[src/design/sps_pkg.sv]
// Contract
// RQ1 - Status variant drives half pin low for lower half, high for upper half.
// RQ2 - Status variant changes halves in split mode only at counts 255 and 511.
// RQ3 - At a boundary the other half's tap loads; next clock accesses that half.
// RQ4 - Switch variant honours the half-switch input only in split mode.
// RQ5 - Half-switch sampled high on a serial clock rise switches to other half.
// RQ6 - The clock that samples the switch high still completes its own access.
// RQ7 - After a forced switch the next clock uses the other half's stored tap.
// RQ8 - Forced switch acts as stop address, any block size from either half.
// RQ9 - No latency cycles between stop point and loading the next half's tap.
// RQ10 - Both variants behave identically apart from the half pin's direction; the code also differs in forced switching and pointer register bit 10.
// RQ11 - Two equal halves, 0 to 255 and 256 to 511, each with its own tap.
package sps_pkg;

  // Buffer pointer geometry
  localparam int PTR_W = 9;
  localparam int TAP_W = 8;
  localparam logic [TAP_W-1:0] HALF_LAST = 8'hFF;

  // Register port geometry
  localparam int ADDR_W = 5;
  localparam int DATA_W = 32;

  // Register byte offsets
  localparam logic [ADDR_W-1:0] OFS_CTRL = 5'h00;
  localparam logic [ADDR_W-1:0] OFS_TAP_LO = 5'h04;
  localparam logic [ADDR_W-1:0] OFS_TAP_HI = 5'h08;
  localparam logic [ADDR_W-1:0] OFS_POINTER = 5'h0C;
  localparam logic [ADDR_W-1:0] OFS_STATUS = 5'h10;

  // Control field positions
  localparam int CTRL_SPLIT_BIT = 0;
  localparam int CTRL_INPUT_BIT = 1;
  localparam int CTRL_START_BIT = 2;

  // Pointer register field positions
  localparam int PTRREG_HALF_BIT = 9;
  localparam int PTRREG_VARIANT_BIT = 10;

  // Status field positions
  localparam int STAT_OVERRUN_BIT = 0;
  localparam int STAT_PEND_BIT = 1;

  // Values after reset
  localparam logic [TAP_W-1:0] TAP_LO_RST = 8'h00;
  localparam logic [TAP_W-1:0] TAP_HI_RST = 8'h00;
  localparam logic [PTR_W-1:0] PTR_RST = 9'h000;

  // Access record leaving through the buffer: forced, write, pointer
  localparam int REC_W = PTR_W + 2;
  localparam int FIFO_DEPTH = 4;

endpackage

[src/design/sps_fifo.sv]
`timescale 1ns/1ns
module sps_fifo #(
  parameter int WIDTH = 11,
  parameter int DEPTH = 4
) (
  // Clock and reset
  input wire logic clock_i,
  input wire logic rst_i,
  // Filling side
  input wire logic in_valid_i,
  output logic in_ready_o,
  input wire logic [WIDTH-1:0] in_data_i,
  // Draining side
  output logic out_valid_o,
  input wire logic out_ready_i,
  output logic [WIDTH-1:0] out_data_o
);

  localparam int AW = $clog2(DEPTH);
  localparam logic [AW:0] FULL_CNT = (AW+1)'(DEPTH);

  logic [WIDTH-1:0] mem_q [DEPTH];
  logic [WIDTH-1:0] mem_d [DEPTH];
  logic [AW-1:0] wr_q, wr_d, rd_q, rd_d;
  logic [AW:0] cnt_q, cnt_d;
  logic push, pop;

  // Honest flags straight from the occupancy count
  assign in_ready_o = (cnt_q != FULL_CNT);
  assign out_valid_o = (cnt_q != '0);
  assign out_data_o = mem_q[rd_q];
  assign push = in_valid_i & in_ready_o;
  assign pop = out_valid_o & out_ready_i;

  // Next pointers, count and storage
  always_comb begin
    mem_d = mem_q;
    wr_d = wr_q;
    rd_d = rd_q;
    cnt_d = cnt_q;
    if (push) begin
      mem_d[wr_q] = in_data_i;
      wr_d = (wr_q == AW'(DEPTH - 1)) ? '0 : wr_q + AW'(1);
    end
    if (pop) begin
      rd_d = (rd_q == AW'(DEPTH - 1)) ? '0 : rd_q + AW'(1);
    end
    if (push && !pop) begin
      cnt_d = cnt_q + (AW+1)'(1);
    end else if (pop && !push) begin
      cnt_d = cnt_q - (AW+1)'(1);
    end
  end

  // Storage needs no reset; only the bookkeeping does
  always_ff @(posedge clock_i) begin
    mem_q <= mem_d;
    if (rst_i) begin
      wr_q <= '0;
      rd_q <= '0;
      cnt_q <= '0;
    end else begin
      wr_q <= wr_d;
      rd_q <= rd_d;
      cnt_q <= cnt_d;
    end
  end

endmodule

[src/design/sps_split_half_ctrl.sv]
`timescale 1ns/1ns
module sps_split_half_ctrl #(
  parameter bit SWITCH_VARIANT = 1'b0,
  parameter int FIFO_DEPTH = sps_pkg::FIFO_DEPTH
) (
  // Clock and reset
  input wire logic clock_i,
  input wire logic rst_i,
  // Register port
  input wire logic [sps_pkg::ADDR_W-1:0] reg_addr_i,
  input wire logic [sps_pkg::DATA_W-1:0] reg_wdata_i,
  input wire logic reg_write_i,
  input wire logic reg_read_i,
  output logic [sps_pkg::DATA_W-1:0] reg_rdata_o,
  // Serial clock pin from the controller
  input wire logic serial_shift_clock_i,
  // Shared half pin
  input wire logic split_half_i,
  output logic split_half_o,
  output logic split_half_oe_o,
  // Access stream toward the buffer array
  output logic access_valid_o,
  input wire logic access_ready_i,
  output logic [sps_pkg::PTR_W-1:0] access_addr_o,
  output logic access_write_o,
  output logic access_forced_o
);

  // Pin synchronisers
  logic sclk_s1_q, sclk_s2_q, sclk_s3_q;
  logic sw_s1_q, sw_s2_q;

  // Register state
  logic split_q, split_d;
  logic input_mode_q, input_mode_d;
  logic [sps_pkg::TAP_W-1:0] tap_lo_q, tap_lo_d;
  logic [sps_pkg::TAP_W-1:0] tap_hi_q, tap_hi_d;
  logic overrun_q, overrun_d;
  logic [sps_pkg::DATA_W-1:0] rdata_q, rdata_d;

  // Serial stepping state
  logic [sps_pkg::PTR_W-1:0] ptr_q, ptr_d;
  logic pend_q, pend_d;
  logic pend_sw_q, pend_sw_d;
  logic half_pin_q, half_pin_d;

  // Decoded events
  logic sclk_rise;
  logic step_go;
  logic forced;
  logic boundary;
  logic start_wr;
  logic fifo_in_ready;
  logic [sps_pkg::REC_W-1:0] rec_in;
  logic [sps_pkg::REC_W-1:0] rec_out;

  // Two flops on each pin before anything looks at it
  always_ff @(posedge clock_i) begin
    if (rst_i) begin
      sclk_s1_q <= 1'b0;
      sclk_s2_q <= 1'b0;
      sclk_s3_q <= 1'b0;
      sw_s1_q <= 1'b0;
      sw_s2_q <= 1'b0;
    end else begin
      sclk_s1_q <= serial_shift_clock_i;
      sclk_s2_q <= sclk_s1_q;
      sclk_s3_q <= sclk_s2_q;
      sw_s1_q <= split_half_i;
      sw_s2_q <= sw_s1_q;
    end
  end

  // Both pins pass the same depth, so the switch level lines up with the edge
  assign sclk_rise = sclk_s2_q & ~sclk_s3_q;

  // Software start of a transfer
  assign start_wr = reg_write_i && (reg_addr_i == sps_pkg::OFS_CTRL)
                    && reg_wdata_i[sps_pkg::CTRL_START_BIT];

  // An access is retired only when the buffer can take its record
  assign step_go = pend_q & fifo_in_ready;

  // Forced switch honoured only in split mode on the switch variant
  assign forced = SWITCH_VARIANT && split_q && pend_sw_q; // RQ4 RQ5 RQ8

  // Natural boundary at the last count of either half
  assign boundary = split_q && (ptr_q[sps_pkg::TAP_W-1:0] == sps_pkg::HALF_LAST); // RQ2 RQ11

  // The record carries the current pointer, so the switching clock still accesses
  assign rec_in = {forced, input_mode_q, ptr_q}; // RQ6

  // Pending edge bookkeeping
  always_comb begin
    pend_d = pend_q;
    pend_sw_d = pend_sw_q;
    overrun_d = overrun_q;
    if (step_go) begin
      pend_d = 1'b0;
      pend_sw_d = 1'b0;
    end
    if (sclk_rise) begin
      pend_d = 1'b1;
      pend_sw_d = sw_s2_q; // RQ5
      if (pend_q && !step_go) begin
        overrun_d = 1'b1;
      end
    end
    if (start_wr) begin
      pend_d = 1'b0;
      pend_sw_d = 1'b0;
    end
    // Clear by writing one; a fresh overrun in that cycle wins
    if (reg_write_i && (reg_addr_i == sps_pkg::OFS_STATUS)
        && reg_wdata_i[sps_pkg::STAT_OVERRUN_BIT]
        && !(sclk_rise && pend_q && !step_go)) begin
      overrun_d = 1'b0;
    end
  end

  always_ff @(posedge clock_i) begin
    if (rst_i) begin
      pend_q <= 1'b0;
      pend_sw_q <= 1'b0;
      overrun_q <= 1'b0;
    end else begin
      pend_q <= pend_d;
      pend_sw_q <= pend_sw_d;
      overrun_q <= overrun_d;
    end
  end

  // Pointer advance; the tap load happens in the same step, no idle cycle
  always_comb begin
    ptr_d = ptr_q;
    if (start_wr) begin
      ptr_d = {1'b0, tap_lo_q};
    end else if (step_go) begin
      if (forced || boundary) begin
        if (ptr_q[sps_pkg::PTR_W-1]) begin
          ptr_d = {1'b0, tap_lo_q}; // RQ3 RQ7 RQ9
        end else begin
          ptr_d = {1'b1, tap_hi_q}; // RQ3 RQ7 RQ9
        end
      end else begin
        // Plain mode simply wraps through all 512 places
        ptr_d = ptr_q + 9'h001;
      end
    end
  end

  always_ff @(posedge clock_i) begin
    if (rst_i) begin
      ptr_q <= sps_pkg::PTR_RST;
    end else begin
      ptr_q <= ptr_d;
    end
  end

  // Half pin: status flag follows the pointer's upper bit
  always_comb begin
    half_pin_d = ptr_q[sps_pkg::PTR_W-1]; // RQ1
  end

  always_ff @(posedge clock_i) begin
    if (rst_i) begin
      half_pin_q <= 1'b0;
    end else begin
      half_pin_q <= half_pin_d;
    end
  end

  // Pin direction, forced switching and the pointer register's variant bit differ between variants
  assign split_half_o = SWITCH_VARIANT ? 1'b0 : half_pin_q; // RQ1 RQ10
  assign split_half_oe_o = ~SWITCH_VARIANT; // RQ10

  // Register writes
  always_comb begin
    split_d = split_q;
    input_mode_d = input_mode_q;
    tap_lo_d = tap_lo_q;
    tap_hi_d = tap_hi_q;
    if (reg_write_i) begin
      unique case (reg_addr_i)
        sps_pkg::OFS_CTRL: begin
          split_d = reg_wdata_i[sps_pkg::CTRL_SPLIT_BIT];
          input_mode_d = reg_wdata_i[sps_pkg::CTRL_INPUT_BIT];
        end
        sps_pkg::OFS_TAP_LO: begin
          tap_lo_d = reg_wdata_i[sps_pkg::TAP_W-1:0];
        end
        sps_pkg::OFS_TAP_HI: begin
          tap_hi_d = reg_wdata_i[sps_pkg::TAP_W-1:0];
        end
        default: begin
          // Read-only or unmapped: ignored
        end
      endcase
    end
  end

  always_ff @(posedge clock_i) begin
    if (rst_i) begin
      split_q <= 1'b0;
      input_mode_q <= 1'b0;
      tap_lo_q <= sps_pkg::TAP_LO_RST;
      tap_hi_q <= sps_pkg::TAP_HI_RST;
    end else begin
      split_q <= split_d;
      input_mode_q <= input_mode_d;
      tap_lo_q <= tap_lo_d;
      tap_hi_q <= tap_hi_d;
    end
  end

  // Read data stand only in the cycle after the strobe
  always_comb begin
    rdata_d = '0;
    if (reg_read_i) begin
      unique case (reg_addr_i)
        sps_pkg::OFS_CTRL: begin
          rdata_d[sps_pkg::CTRL_SPLIT_BIT] = split_q;
          rdata_d[sps_pkg::CTRL_INPUT_BIT] = input_mode_q;
        end
        sps_pkg::OFS_TAP_LO: begin
          rdata_d[sps_pkg::TAP_W-1:0] = tap_lo_q;
        end
        sps_pkg::OFS_TAP_HI: begin
          rdata_d[sps_pkg::TAP_W-1:0] = tap_hi_q;
        end
        sps_pkg::OFS_POINTER: begin
          rdata_d[sps_pkg::PTR_W-1:0] = ptr_q;
          rdata_d[sps_pkg::PTRREG_HALF_BIT] = ptr_q[sps_pkg::PTR_W-1];
          rdata_d[sps_pkg::PTRREG_VARIANT_BIT] = SWITCH_VARIANT;
        end
        sps_pkg::OFS_STATUS: begin
          rdata_d[sps_pkg::STAT_OVERRUN_BIT] = overrun_q;
          rdata_d[sps_pkg::STAT_PEND_BIT] = pend_q;
        end
        default: begin
          rdata_d = '0;
        end
      endcase
    end
  end

  always_ff @(posedge clock_i) begin
    if (rst_i) begin
      rdata_q <= '0;
    end else begin
      rdata_q <= rdata_d;
    end
  end

  assign reg_rdata_o = rdata_q;

  // Access records queue here; a stalled sink holds off further steps
  sps_fifo #(
    .WIDTH(sps_pkg::REC_W),
    .DEPTH(FIFO_DEPTH)
  ) u_fifo (
    .clock_i(clock_i),
    .rst_i(rst_i),
    .in_valid_i(step_go),
    .in_ready_o(fifo_in_ready),
    .in_data_i(rec_in),
    .out_valid_o(access_valid_o),
    .out_ready_i(access_ready_i),
    .out_data_o(rec_out)
  );

  // Unpack the head record
  assign access_addr_o = rec_out[sps_pkg::PTR_W-1:0];
  assign access_write_o = rec_out[sps_pkg::PTR_W];
  assign access_forced_o = rec_out[sps_pkg::PTR_W+1];

endmodule

[config.mk]
export PLATFORM = sky130hd
export DESIGN_NAME = sps_split_half_ctrl
export DESIGN_NICKNAME = d
export VERILOG_FILES = /design/src/design/sps_pkg.sv /design/src/design/sps_fifo.sv /design/src/design/sps_split_half_ctrl.sv
export SDC_FILE = /design/constraint.sdc
export NUM_CORES = 1
export LEC_CHECK = 0
export ABC_AREA = 0
export BUFFER_PORTS_ARGS = -buffer_cell sky130_fd_sc_hd__buf_2
export CAP_MARGIN = 20
export CORE_MARGIN = 8
export CORE_UTILIZATION = 49
export CTS_CLUSTER_DIAMETER = 200
export DETAILED_ROUTE_END_ITERATION = 12
export MAX_ROUTING_LAYER = met4
export PLACE_DENSITY = 0.8
export REMOVE_ABC_BUFFERS = 1
export SYNTH_ARGS = -nofsm -noshare
export SYNTH_HDL_FRONTEND = slang
export SYNTH_SLANG_ARGS = --single-unit
[constraint.sdc]
create_clock -name clock_i -period 2.1 [get_ports clock_i]
set_clock_uncertainty 0.2 [all_clocks]
set_input_delay 0.105 -clock clock_i [delete_from_list [all_inputs] [get_ports clock_i]]
set_output_delay 0.105 -clock clock_i [all_outputs]
set_load 0.01 [all_outputs]
==> flow_summary.yaml, run 1 <==
cts:
  clk_pin_slew_ns: 0.10
  root_buffer: "clkbuf_8"
  cts_buffer_depth: 2
  clk_latency_ns: 0.37
  cts_sinks: 89
  htree_levels: 3
  tritoncts: "done"
  cts_buffers: 9
route:
  first_pass_iters: 4
  drtAntennaViolNets: 0
  drtIter0Drc: 260
  drc: 0
  drt-total-wl_um: 8760
  drt-wirelength-per-cell_um: 16.3
  dr_total_vias: 2926
  viasPerCell: 5.44
yosys:
  synth.distinct_cells: 47
  ys_warn_count: 0
  yosysTopAreaCellShare_pct: 29.7
  ys_seq_area_share_pct: 53.9
  synth.largest_area_cell: "edfxtp_1"
  synth_edf_count: 40
  syn-cell-area_sq_um: 4050
  synth_commonest_cells: "49 x dfxtp_1, 40 x edfxtp_1, 31 x nor2_1"
  ys_ff_latch: 89
  yosys_most_used_dff: "dfxtp_1"
  yosysMostFrequentCell: "dfxtp_1"
  syn_area_per_cell_sq_um: 11.6
  syn_inst: 349
  synth_area_leaders: "edfxtp_1 30%, dfxtp_1 24%, mux4_2 6.7%"
  synthArstFlopShare_pct: 0
timing:
  finalCritPeriodShare_pct: 103
  relSlewSlack_pct: 62.5
  hold_ws_ns: 0.244
  final_max_slew_viol_count: 0
  tightest_slew_ns: 0.562
  rsz0062_at_grt: "yes"
  hold_viol_final: 0
  timing.fmax_mhz: 463
  min_period_ns: 2.16
  setup_viol: 2
  setup_ws_ns: -0.0608
floorplan:
  io_pins: 90
  die_x_um: 107
  dieHeight_um: 107
  initial_utilization_pct: 50.0
  design.die.area_sq_um: 11400
  rows: 33
  fp.coreArea_sq_um: 8090
min_path:
  hold_class: "reg2reg"
grt:
  grt_usage_pct: 15.9
  antenna_found_initial: 0
  grt_max_degree: 42
  grt_pass1_wl_um: 14100
  grt_pass1_vias: 2958
  grt_overflow: 0
pwr:
  intPower_uw: 2780
  swShare_pct: 28.9
  p_clk_share_pct: 29.3
  p_switching_uw: 1130
  p_leak_uw: 0.00187
  p_comb_share_pct: 22.1
  seqPwrFrac_pct: 48.6
  peakVddDrop_mv: 0.354
  power_density_nw_per_um2: 809
layout:
  final_cell_area_sq_um: 4840
  antenna_cells: 0
  multi_input_area_sq_um: 1690
  syn_to_final_growth_pct: 19.5
  fill_cells: 688
  ff_latch_area_sq_um: 2180
  drive_gt1_share_pct: 28.2
  layout.nets: 480
placement:
  port_buffers: 40
  routabilityCongestion: 0.881
  detailed_place_hpwl_um: 6060
  dpl-instance-area_sq_um: 4400
worst_setup_path:
  cp_max_fo: 3
  cp.required_ns: 2.20
  endpoint_kind: "flip-flop"
  arrival_ns: 2.26
  cp-start-kind: "flip-flop"
  criticalPathCategory: "reg2reg"
run_status:
  violations: "negative setup slack"
  status: "complete, but fails checks"
run:
  drv_cap: 0
-- worst paths after layout --
check,endpoint,cells past startpoint,slack [ns],from
hold reg to reg,sclk_s2_q$_SDFF_PP0_,1,0.24,sclk_s1_q$_SDFF_PP0_
hold / removal,sclk_s2_q$_SDFF_PP0_,1,0.24,sclk_s1_q$_SDFF_PP0_
setup reg to reg,u_fifo.cnt_q[2]$_SDFFE_PP0P_,8,-0.06,u_fifo.cnt_q[1]$_SDFFE_PP0P_
setup / recovery,u_fifo.cnt_q[2]$_SDFFE_PP0P_,8,-0.06,u_fifo.cnt_q[1]$_SDFFE_PP0P_
-- flip-flops by register name, indices dropped and copies added, names as in the netlist, 2 cells and up --
name / cells
ptr_q: 9
u_fifo.rd_q: 2
u_fifo.wr_q: 2
u_fifo.cnt_q: 3
tap_hi_q: 8
reg_rdata_o: 9
tap_lo_q: 8
u_fifo.mem_q: 40
-- critical path, stage by stage, from the launching register on --
cell and delay, ns:
dfxtp_2 0.34, or3_4 0.40, nand2_4 0.08, ha_4 0.13, inv_2 0.03, fa_2 0.32
xor2_1 0.15, or3_1 0.32, a21oi_2 0.12
-- per-layer routing --
metal	vias up	GRT usage, %	routed length (um)
li1	1386	-	-
met1	1418	18.1	3690
met2	107	26.9	4420
met3	15	3.36	495
met4	0	6.43	156
met5	-	-	0
-- cells in the final DEF (no fill, tap or decap), types with 6 or more instances in the layout --
| cell type | synthesis | final |
|---|---|---|
| nor2_1 | 31 | 31 |
| dfxtp_1 | 49 | 47 |
| buf_2 | 6 | 40 |
| edfxtp_1 | 40 | 40 |
| conb_1 | 2 | 24 |
| dlygate4sd3_1 | 0 | 18 |
| buf_4 | 27 | 30 |
| mux2_2 | 8 | 8 |
| mux2i_1 | 16 | 16 |
| a21oi_1 | 19 | 18 |
| a22oi_1 | 6 | 6 |
| nor3_1 | 6 | 6 |
| ha_1 | 7 | 6 |
| nand2_1 | 24 | 23 |
| clkbuf_8 | 0 | 9 |
| mux4_2 | 12 | 12 |
| nor2b_1 | 7 | 7 |
| nand3_1 | 22 | 22 |
-- layout make-up --
type | count | share of cell area (%)
Inverter | 4 | 0.362
Clock buffer | 9 | 2.56
Multi-Input combinational cell | 235 | 34.9
Tap cell | 105 | 2.72
Sequential cell | 89 | 45.2
Clock inverter | 7 | 1.53
Timing Repair Buffer | 89 | 12.8
-- metrics by stage --
step	setup slack (ns)	TNS, ns	instances	total power (uW)	utilization, %
2_1_floorplan	-0.268	-0.355	328	2340	-
3_3_place_gp	-0.0899	-0.155	502	2670	54.4
3_5_place_dp	-0.196	-0.308	502	2700	54.4
4_1_cts	-0.0547	-0.0673	538	3940	59.7
5_1_grt	-0.133	-0.241	538	4110	59.8
6_report	-0.0608	-0.0774	538	3910	59.8
-- cells by family after synthesis --
logic type / Yosys count / share of synthesized area [%]
fa+ha+maj: 8 / 2.66
compound gates: 43 / 6.95
flops: 89 / 53.9
xor+xnor: 4 / 0.866
buf+inv: 47 / 7.23
mux: 36 / 12.9
simple gates: 120 / 15.3
other cells: 2 / 0.186
-- power groups by stage --
stage	combinational, uW	clock (uW)	sequential (uW)
CTS	864	1180	1900
global placement	741	0	1930
finish	863	1150	1900
floorplan	376	0	1970
detailed placement	766	0	1940
global route	958	1240	1910
-- timing repair --
item	CTS	global route
setup buffers	2	0
setup endpoints to repair	2	2
cloned	0	0
pin swaps	5	0
resized for setup	13	1
endpoints found under the hold margin	25	0
hold buffers	18	0
Note: power is estimated with default switching activity, not from simulation.
==> inputs of run 2 (changes only) <==
--- a/config.mk
+++ b/config.mk
@@ -6,14 +6,14 @@
 export NUM_CORES = 1
 export LEC_CHECK = 0
 export ABC_AREA = 0
-export BUFFER_PORTS_ARGS = -buffer_cell sky130_fd_sc_hd__buf_2
 export CAP_MARGIN = 20
 export CORE_MARGIN = 8
-export CORE_UTILIZATION = 49
+export CORE_UTILIZATION = 56
 export CTS_CLUSTER_DIAMETER = 200
 export DETAILED_ROUTE_END_ITERATION = 12
+export DONT_BUFFER_PORTS = 1
 export MAX_ROUTING_LAYER = met4
-export PLACE_DENSITY = 0.8
+export PLACE_DENSITY = 0.78
 export REMOVE_ABC_BUFFERS = 1
 export SYNTH_ARGS = -nofsm -noshare
 export SYNTH_HDL_FRONTEND = slang
==> flow_summary.yaml, run 2 (synthesized netlist as in run 1, its figures left out) <==
cts:
  clk_latency_ns: 0.36
  cts_sinks: 89
  root_buffer: "clkbuf_8"
  htree_levels: 3
  cts_buffers: 9
  tritoncts: "done"
  clk_pin_slew_ns: 0.09
  cts_buffer_depth: 2
  holdBufCountCts: 38
layout:
  antenna_cells: 0
  final_cell_area_sq_um: 4890
  final_common_cell: "dfxtp_1"
  ff_latch_area_sq_um: 2190
  largest_reg_flops: 40
  layout.nets: 460
  largest_register: "u_fifo.mem_q"
  multi_input_area_sq_um: 1710
  syn_to_final_growth_pct: 20.8
  drive_gt1_share_pct: 21.5
  final_cell_mix: "46 x dfxtp_1, 40 x edfxtp_1, 37 x dlygate4sd3_1"
  fill_cells: 567
worst_setup_path:
  cp_max_fo: 2
  startpoint: "u_fifo.cnt_q[0]$_SDFFE_PP0P_"
  rr_worst_depth: 8
  cp.required_ns: 2.19
  r2r_setup_slack_ns: -0.13
  criticalPathCategory: "reg2reg"
  endpoint_kind: "flip-flop"
  worstReg2RegStart: "u_fifo.cnt_q[0]$_SDFFE_PP0P_"
  r2r_end: "u_fifo.cnt_q[2]$_SDFFE_PP0P_"
  cp-start-kind: "flip-flop"
  crit_path_end: "u_fifo.cnt_q[2]$_SDFFE_PP0P_"
  arrival_ns: 2.33
grt:
  grt_overflow: 0
  grt_pass1_vias: 3107
  antenna_found_initial: 0
  grt_max_degree: 38
  grt_pass1_wl_um: 15200
  grt_usage_pct: 19.9
pwr:
  power_density_nw_per_um2: 834
  seqPwrFrac_pct: 46.6
  p_leak_uw: 0.00182
  p_comb_share_pct: 20.8
  p_switching_uw: 1090
  swShare_pct: 26.7
  p_clk_share_pct: 32.5
  peakVddDrop_mv: 0.560
  intPower_uw: 2990
run:
  drv_cap: 0
timing:
  fin_setup_tns_ns: -0.160
  setup_ws_ns: -0.134
  final_max_slew_viol_count: 0
  finalCritPeriodShare_pct: 106
  tightest_slew_ns: 0.553
  min_period_ns: 2.23
  timing.fmax_mhz: 448
  hold_ws_ns: -0.0619
  relSlewSlack_pct: 63.0
  setup_viol: 2
  rsz0062_at_grt: "yes"
  hold_viol_final: 2
route:
  first_pass_iters: 4
  viasPerCell: 5.68
  dr_total_vias: 2909
  drt-wirelength-per-cell_um: 18.8
  drc: 0
  drtIter0Drc: 164
  drt-total-wl_um: 9650
  drtAntennaViolNets: 0
placement:
  routabilityCongestion: 0.953
  port_buffers: 0
  detailed_place_hpwl_um: 5940
  dpl-instance-area_sq_um: 4170
floorplan:
  design.die.area_sq_um: 10200
  rows: 31
  dieHeight_um: 101
  die_x_um: 101
  io_pins: 90
  fp.coreArea_sq_um: 7140
  initial_utilization_pct: 56.7
min_path:
  hold_class: "in2reg"
run_status:
  status: "complete, but fails checks"
  violations: "negative hold slack, negative setup slack"
## run 2: area by class of cell
cell class,count,share of cell area [%]
flip-flops and latches,89,44.7
well taps,99,2.53
inverters,4,0.307
clock inverters,7,2.10
multi-input cells,235,35.0
clock buffers,9,2.53
repair buffers,69,12.8
## run 2: per-stage QoR
step           util (%)  cells  power, uW  hold slack (ns)  setup WS (ns)
5_1_grt            68.5    512       4210          -0.0535         -0.189
3_5_place_dp       58.5    453       2580          -0.0194         -0.221
6_report           68.5    512       4080          -0.0619         -0.134
4_1_cts            68.1    514       4050          -0.0339         -0.153
3_3_place_gp       58.5    453       2550          -0.0206        -0.0959
2_1_floorplan         -    328       2340          -0.0261         -0.268
## run 2: power groups by stage
stage | Sequential (uW) | Combinational [uW] | Clock (uW)
after CTS | 1900 | 819 | 1330
after global routing | 1910 | 911 | 1390
after global placement | 1930 | 618 | 0
after floorplan | 1970 | 376 | 0
final | 1900 | 850 | 1330
after detailed placement | 1930 | 644 | 0
## run 2: per-layer routing
| metal | vias up | wire length [um] | track usage [%] |
|---|---|---|---|
| met5 | - | 0 | - |
| met4 | 0 | 240 | 10.3 |
| met3 | 19 | 453 | 3.11 |
| met2 | 96 | 5220 | 35.2 |
| met1 | 1449 | 3730 | 21.1 |
| li1 | 1345 | - | - |
## run 2: critical path, stage by stage (launching register included)
cell     delay [ns]
dfxtp_1        0.32
or3_4          0.40
nand2_4        0.08
ha_4           0.13
inv_2          0.03
fa_2           0.33
xor2_1         0.17
or3_1          0.34
a21oi_2        0.17
## run 2: timing repair
item	4_1_cts	5_1_grt
gates resized for setup	8	12
pin swaps	3	5
hold endpoints to repair	49	1
setup endpoints to repair	2	13
setup buffers	7	0
## run 2: worst min-delay path by stage
stage | to | depth (start not counted) | startpoint
4_1_cts | u_fifo.cnt_q[2]$_SDFFE_PP0P_ | 4 | access_ready_i
2_1_floorplan | ptr_q[2]$_SDFFE_PP0P_ | 1 | rst_i
3_5_place_dp | tap_lo_q[7]$_SDFFE_PP0P_ | 1 | rst_i
6_report | u_fifo.cnt_q[2]$_SDFFE_PP0P_ | 4 | access_ready_i
5_1_grt | u_fifo.cnt_q[2]$_SDFFE_PP0P_ | 4 | access_ready_i
3_3_place_gp | tap_lo_q[6]$_SDFFE_PP0P_ | 1 | rst_i
==> inputs of run 3 (changes only) <==
--- a/config.mk
+++ b/config.mk
@@ -7,6 +7,7 @@
 export LEC_CHECK = 0
 export ABC_AREA = 0
 export CAP_MARGIN = 20
+export CORE_ASPECT_RATIO = 0.75
 export CORE_MARGIN = 8
 export CORE_UTILIZATION = 56
 export CTS_CLUSTER_DIAMETER = 200
@@ -17,4 +18,5 @@
 export REMOVE_ABC_BUFFERS = 1
 export SYNTH_ARGS = -nofsm -noshare
 export SYNTH_HDL_FRONTEND = slang
+export SYNTH_HIERARCHICAL = 1
 export SYNTH_SLANG_ARGS = --single-unit
==> flow_summary.yaml, run 3 <==
grt:
  antenna_found_initial: 0
  grt_pass1_vias: 3148
  grt_usage_pct: 19.9
  grt_max_degree: 33
  grt_overflow: 0
  grt_pass1_wl_um: 16100
pwr:
  p_leak_uw: 0.00200
  peakVddDrop_mv: 0.818
  power_density_nw_per_um2: 795
cts:
  htree_levels: 3
  tritoncts: "done"
  cts_sinks: 93
  cts_buffer_depth: 2
  clk_pin_slew_ns: 0.09
  clk_latency_ns: 0.35
  root_buffer: "clkbuf_8"
  cts_buffers: 9
yosys:
  synth_edf_count: 44
  ys_ff_latch: 93
  synth.distinct_cells: 57
  synth.largest_area_cell: "edfxtp_1"
  yosysMostFrequentCell: "dfxtp_1"
  yosysTopAreaCellShare_pct: 31.1
  syn_area_per_cell_sq_um: 12.0
  yosys_most_used_dff: "dfxtp_1"
  synthArstFlopShare_pct: 0
  ys_warn_count: 6
  ys_seq_area_share_pct: 54.1
  syn-cell-area_sq_um: 4250
  syn_inst: 353
  synth_area_leaders: "edfxtp_1 31%, dfxtp_1 23%, mux4_2 5.8%"
  synth_commonest_cells: "49 x dfxtp_1, 44 x edfxtp_1, 29 x nor2_1"
route:
  drt-wirelength-per-cell_um: 19.0
  first_pass_iters: 5
  drt-total-wl_um: 9850
  viasPerCell: 5.78
  drtIter0Drc: 259
  drc: 0
  drtAntennaViolNets: 0
  dr_total_vias: 2986
timing:
  final_max_slew_viol_count: 0
  finalCritPeriodShare_pct: 109
  tightest_slew_ns: 0.694
  hold_viol_final: 0
  relSlewSlack_pct: 53.3
  min_period_ns: 2.28
  setup_ws_ns: -0.182
  setup_viol: 2
  rsz0062_at_grt: "yes"
  timing.fmax_mhz: 438
floorplan:
  design.die.area_sq_um: 10700
  io_pins: 90
  dieHeight_um: 91.5
  rows: 27
  initial_utilization_pct: 57.7
  fp.coreArea_sq_um: 7360
  die_x_um: 117
placement:
  port_buffers: 0
  dp.cells: 460
  detailed_place_hpwl_um: 6120
  routabilityCongestion: 0.869
run_status:
  violations: "negative setup slack"
  status: "complete, but fails checks"
min_path:
  hold_depth: 2
  hold_class: "in2reg"
  hold_path_end: "reg_rdata_o[6]$_SDFF_PP0_"
  min_from: "rst_i"
worst_setup_path:
  worstReg2RegStart: "u_fifo/cnt_q[2]$_SDFFE_PP0P_"
  cp-start-kind: "flip-flop"
  r2r_end: "u_fifo/cnt_q[2]$_SDFFE_PP0P_"
  critPathMostFrequentCell: "inv_2"
  criticalPathCategory: "reg2reg"
  critPathSlowestCell: "dfxtp_4"
  max_stage_delay_ns: 0.37
  rr_worst_depth: 10
  arrival_ns: 2.37
  endpoint_kind: "flip-flop"
  path_cells: "or3b_4 > nand2_4 > inv_2 > and2_4 > ha_4 > inv_2 > fa_2 > xor2_2 > or3_4 > a21oi_2"
  cp_max_fo: 4
  cp.required_ns: 2.18
  r2r_setup_slack_ns: -0.18
layout:
  antenna_cells: 0
  drive_gt1_share_pct: 23.3
  syn_to_final_growth_pct: 19.7
  largest_register: "u_fifo/mem_q"
  fin_util_pct: 69.1
  fill_cells: 545
  ff_latch_area_sq_um: 2310
  final-instance-count-excl-fill: 517
  layout.nets: 463
  multi_input_area_sq_um: 1810
  final_common_cell: "dfxtp_1"
  largest_reg_flops: 44
  final_cell_mix: "48 x dfxtp_1, 44 x edfxtp_1, 34 x dlygate4sd3_1"
run:
  drv_cap: 0
-- run 3: cell types whose count changed after synthesis, moves of 3 or more --
cell	delta
a21oi_1	-6
buf_2	-3
mux2i_1	+7
nand3_1	-9
nor2b_1	-3
or3_1	-3
buf_1	+4
nand2b_1	+4
and3_2	+4
mux2_2	+4
and3_1	-3
edfxtp_1	+4
nand2_1	-5
-- run 3: area by class of cell --
cell class,instances,share of cell area [%]
clock buffer,9,2.43
sequential,93,45.3
tap,101,2.48
inverter,5,0.369
multi-input combinational,235,35.6
timing repair buffer,67,12.4
clock inverter,7,1.47
-- run 3: repair_timing --
item | CTS | global route
setup buffers | 5 | 2
pin swaps | 7 | 8
endpoints found under the hold margin | 49 | 0
resized for setup | 14 | 3
setup endpoints to repair | 2 | 8
hold buffers | 37 | 0
-- run 3: critical path, delay by kind of cell (launching register included) --
kind / cells / cell delay (ns)
fa+ha+maj: 2 / 0.47
simple gates: 4 / 0.79
flops: 1 / 0.37
compound gates: 1 / 0.13
buf+inv: 2 / 0.09
xor+xnor: 1 / 0.16
-- run 3: how the worst max path moves through the flow --
stage	to	slack (ns)	start
after floorplan	u_fifo/cnt_q[2]$_SDFFE_PP0P_	-0.70	u_fifo/cnt_q[0]$_SDFFE_PP0P_
after detailed placement	u_fifo/cnt_q[2]$_SDFFE_PP0P_	-0.33	u_fifo/cnt_q[2]$_SDFFE_PP0P_
after global placement	u_fifo/cnt_q[2]$_SDFFE_PP0P_	-0.21	u_fifo/cnt_q[2]$_SDFFE_PP0P_
final	u_fifo/cnt_q[2]$_SDFFE_PP0P_	-0.18	u_fifo/cnt_q[2]$_SDFFE_PP0P_
after CTS	u_fifo/cnt_q[2]$_SDFFE_PP0P_	-0.19	u_fifo/cnt_q[2]$_SDFFE_PP0P_
after global routing	u_fifo/cnt_q[2]$_SDFFE_PP0P_	-0.25	u_fifo/cnt_q[2]$_SDFFE_PP0P_
-- run 3: logic make-up (layout without fill, tap and decap cells) --
family | count (synthesis) | count (layout) | synth area share [%]
adders and majority gates | 8 | 8 | 2.53
xor gates and xnor gates | 4 | 4 | 0.824
muxes | 46 | 46 | 14.4
other | 2 | 27 | 0.177
buffers and inverters | 50 | 88 | 6.91
AOI/OAI and AO/OA | 44 | 44 | 7.36
and+or+nand+nor | 106 | 106 | 13.7
DFF | 93 | 93 | 54.1
-- run 3: power breakdown --
| group | total [uW] | internal [uW] | switching (uW) |
|---|---|---|---|
| registers | 2010 | 1950 | 56.9 |
| clock network | 1170 | 556 | 617 |
| logic | 862 | 437 | 425 |
-- run 3: stage by stage --
| stage | setup slack [ns] | instance area (sq um) | hold WS, ns | total power [uW] | TNS, ns |
|---|---|---|---|---|---|
| finish | -0.182 | 5090 | 0.0241 | 4050 | -0.256 |
| global route | -0.248 | 5090 | 0.00935 | 4220 | -0.380 |
| CTS | -0.185 | 5090 | 0.0000631 | 4040 | -0.273 |
| detailed placement | -0.327 | 4410 | -0.0170 | 2720 | -0.463 |
| global placement | -0.207 | 4410 | -0.0187 | 2690 | -0.312 |
| floorplan | -0.698 | 4070 | -0.0259 | 2510 | -1.21 |
-- run 3: layer usage --
layer | GRT usage, % | vias up | share of wire (%) | wire, um
li1 | - | 1375 | - | -
met1 | 24.9 | 1449 | 42 | 4150
met2 | 31.1 | 145 | 49 | 4780
met3 | 5.09 | 17 | 7.8 | 772
met4 | 5.63 | 0 | 1.5 | 146
met5 | - | - | 0 | 0
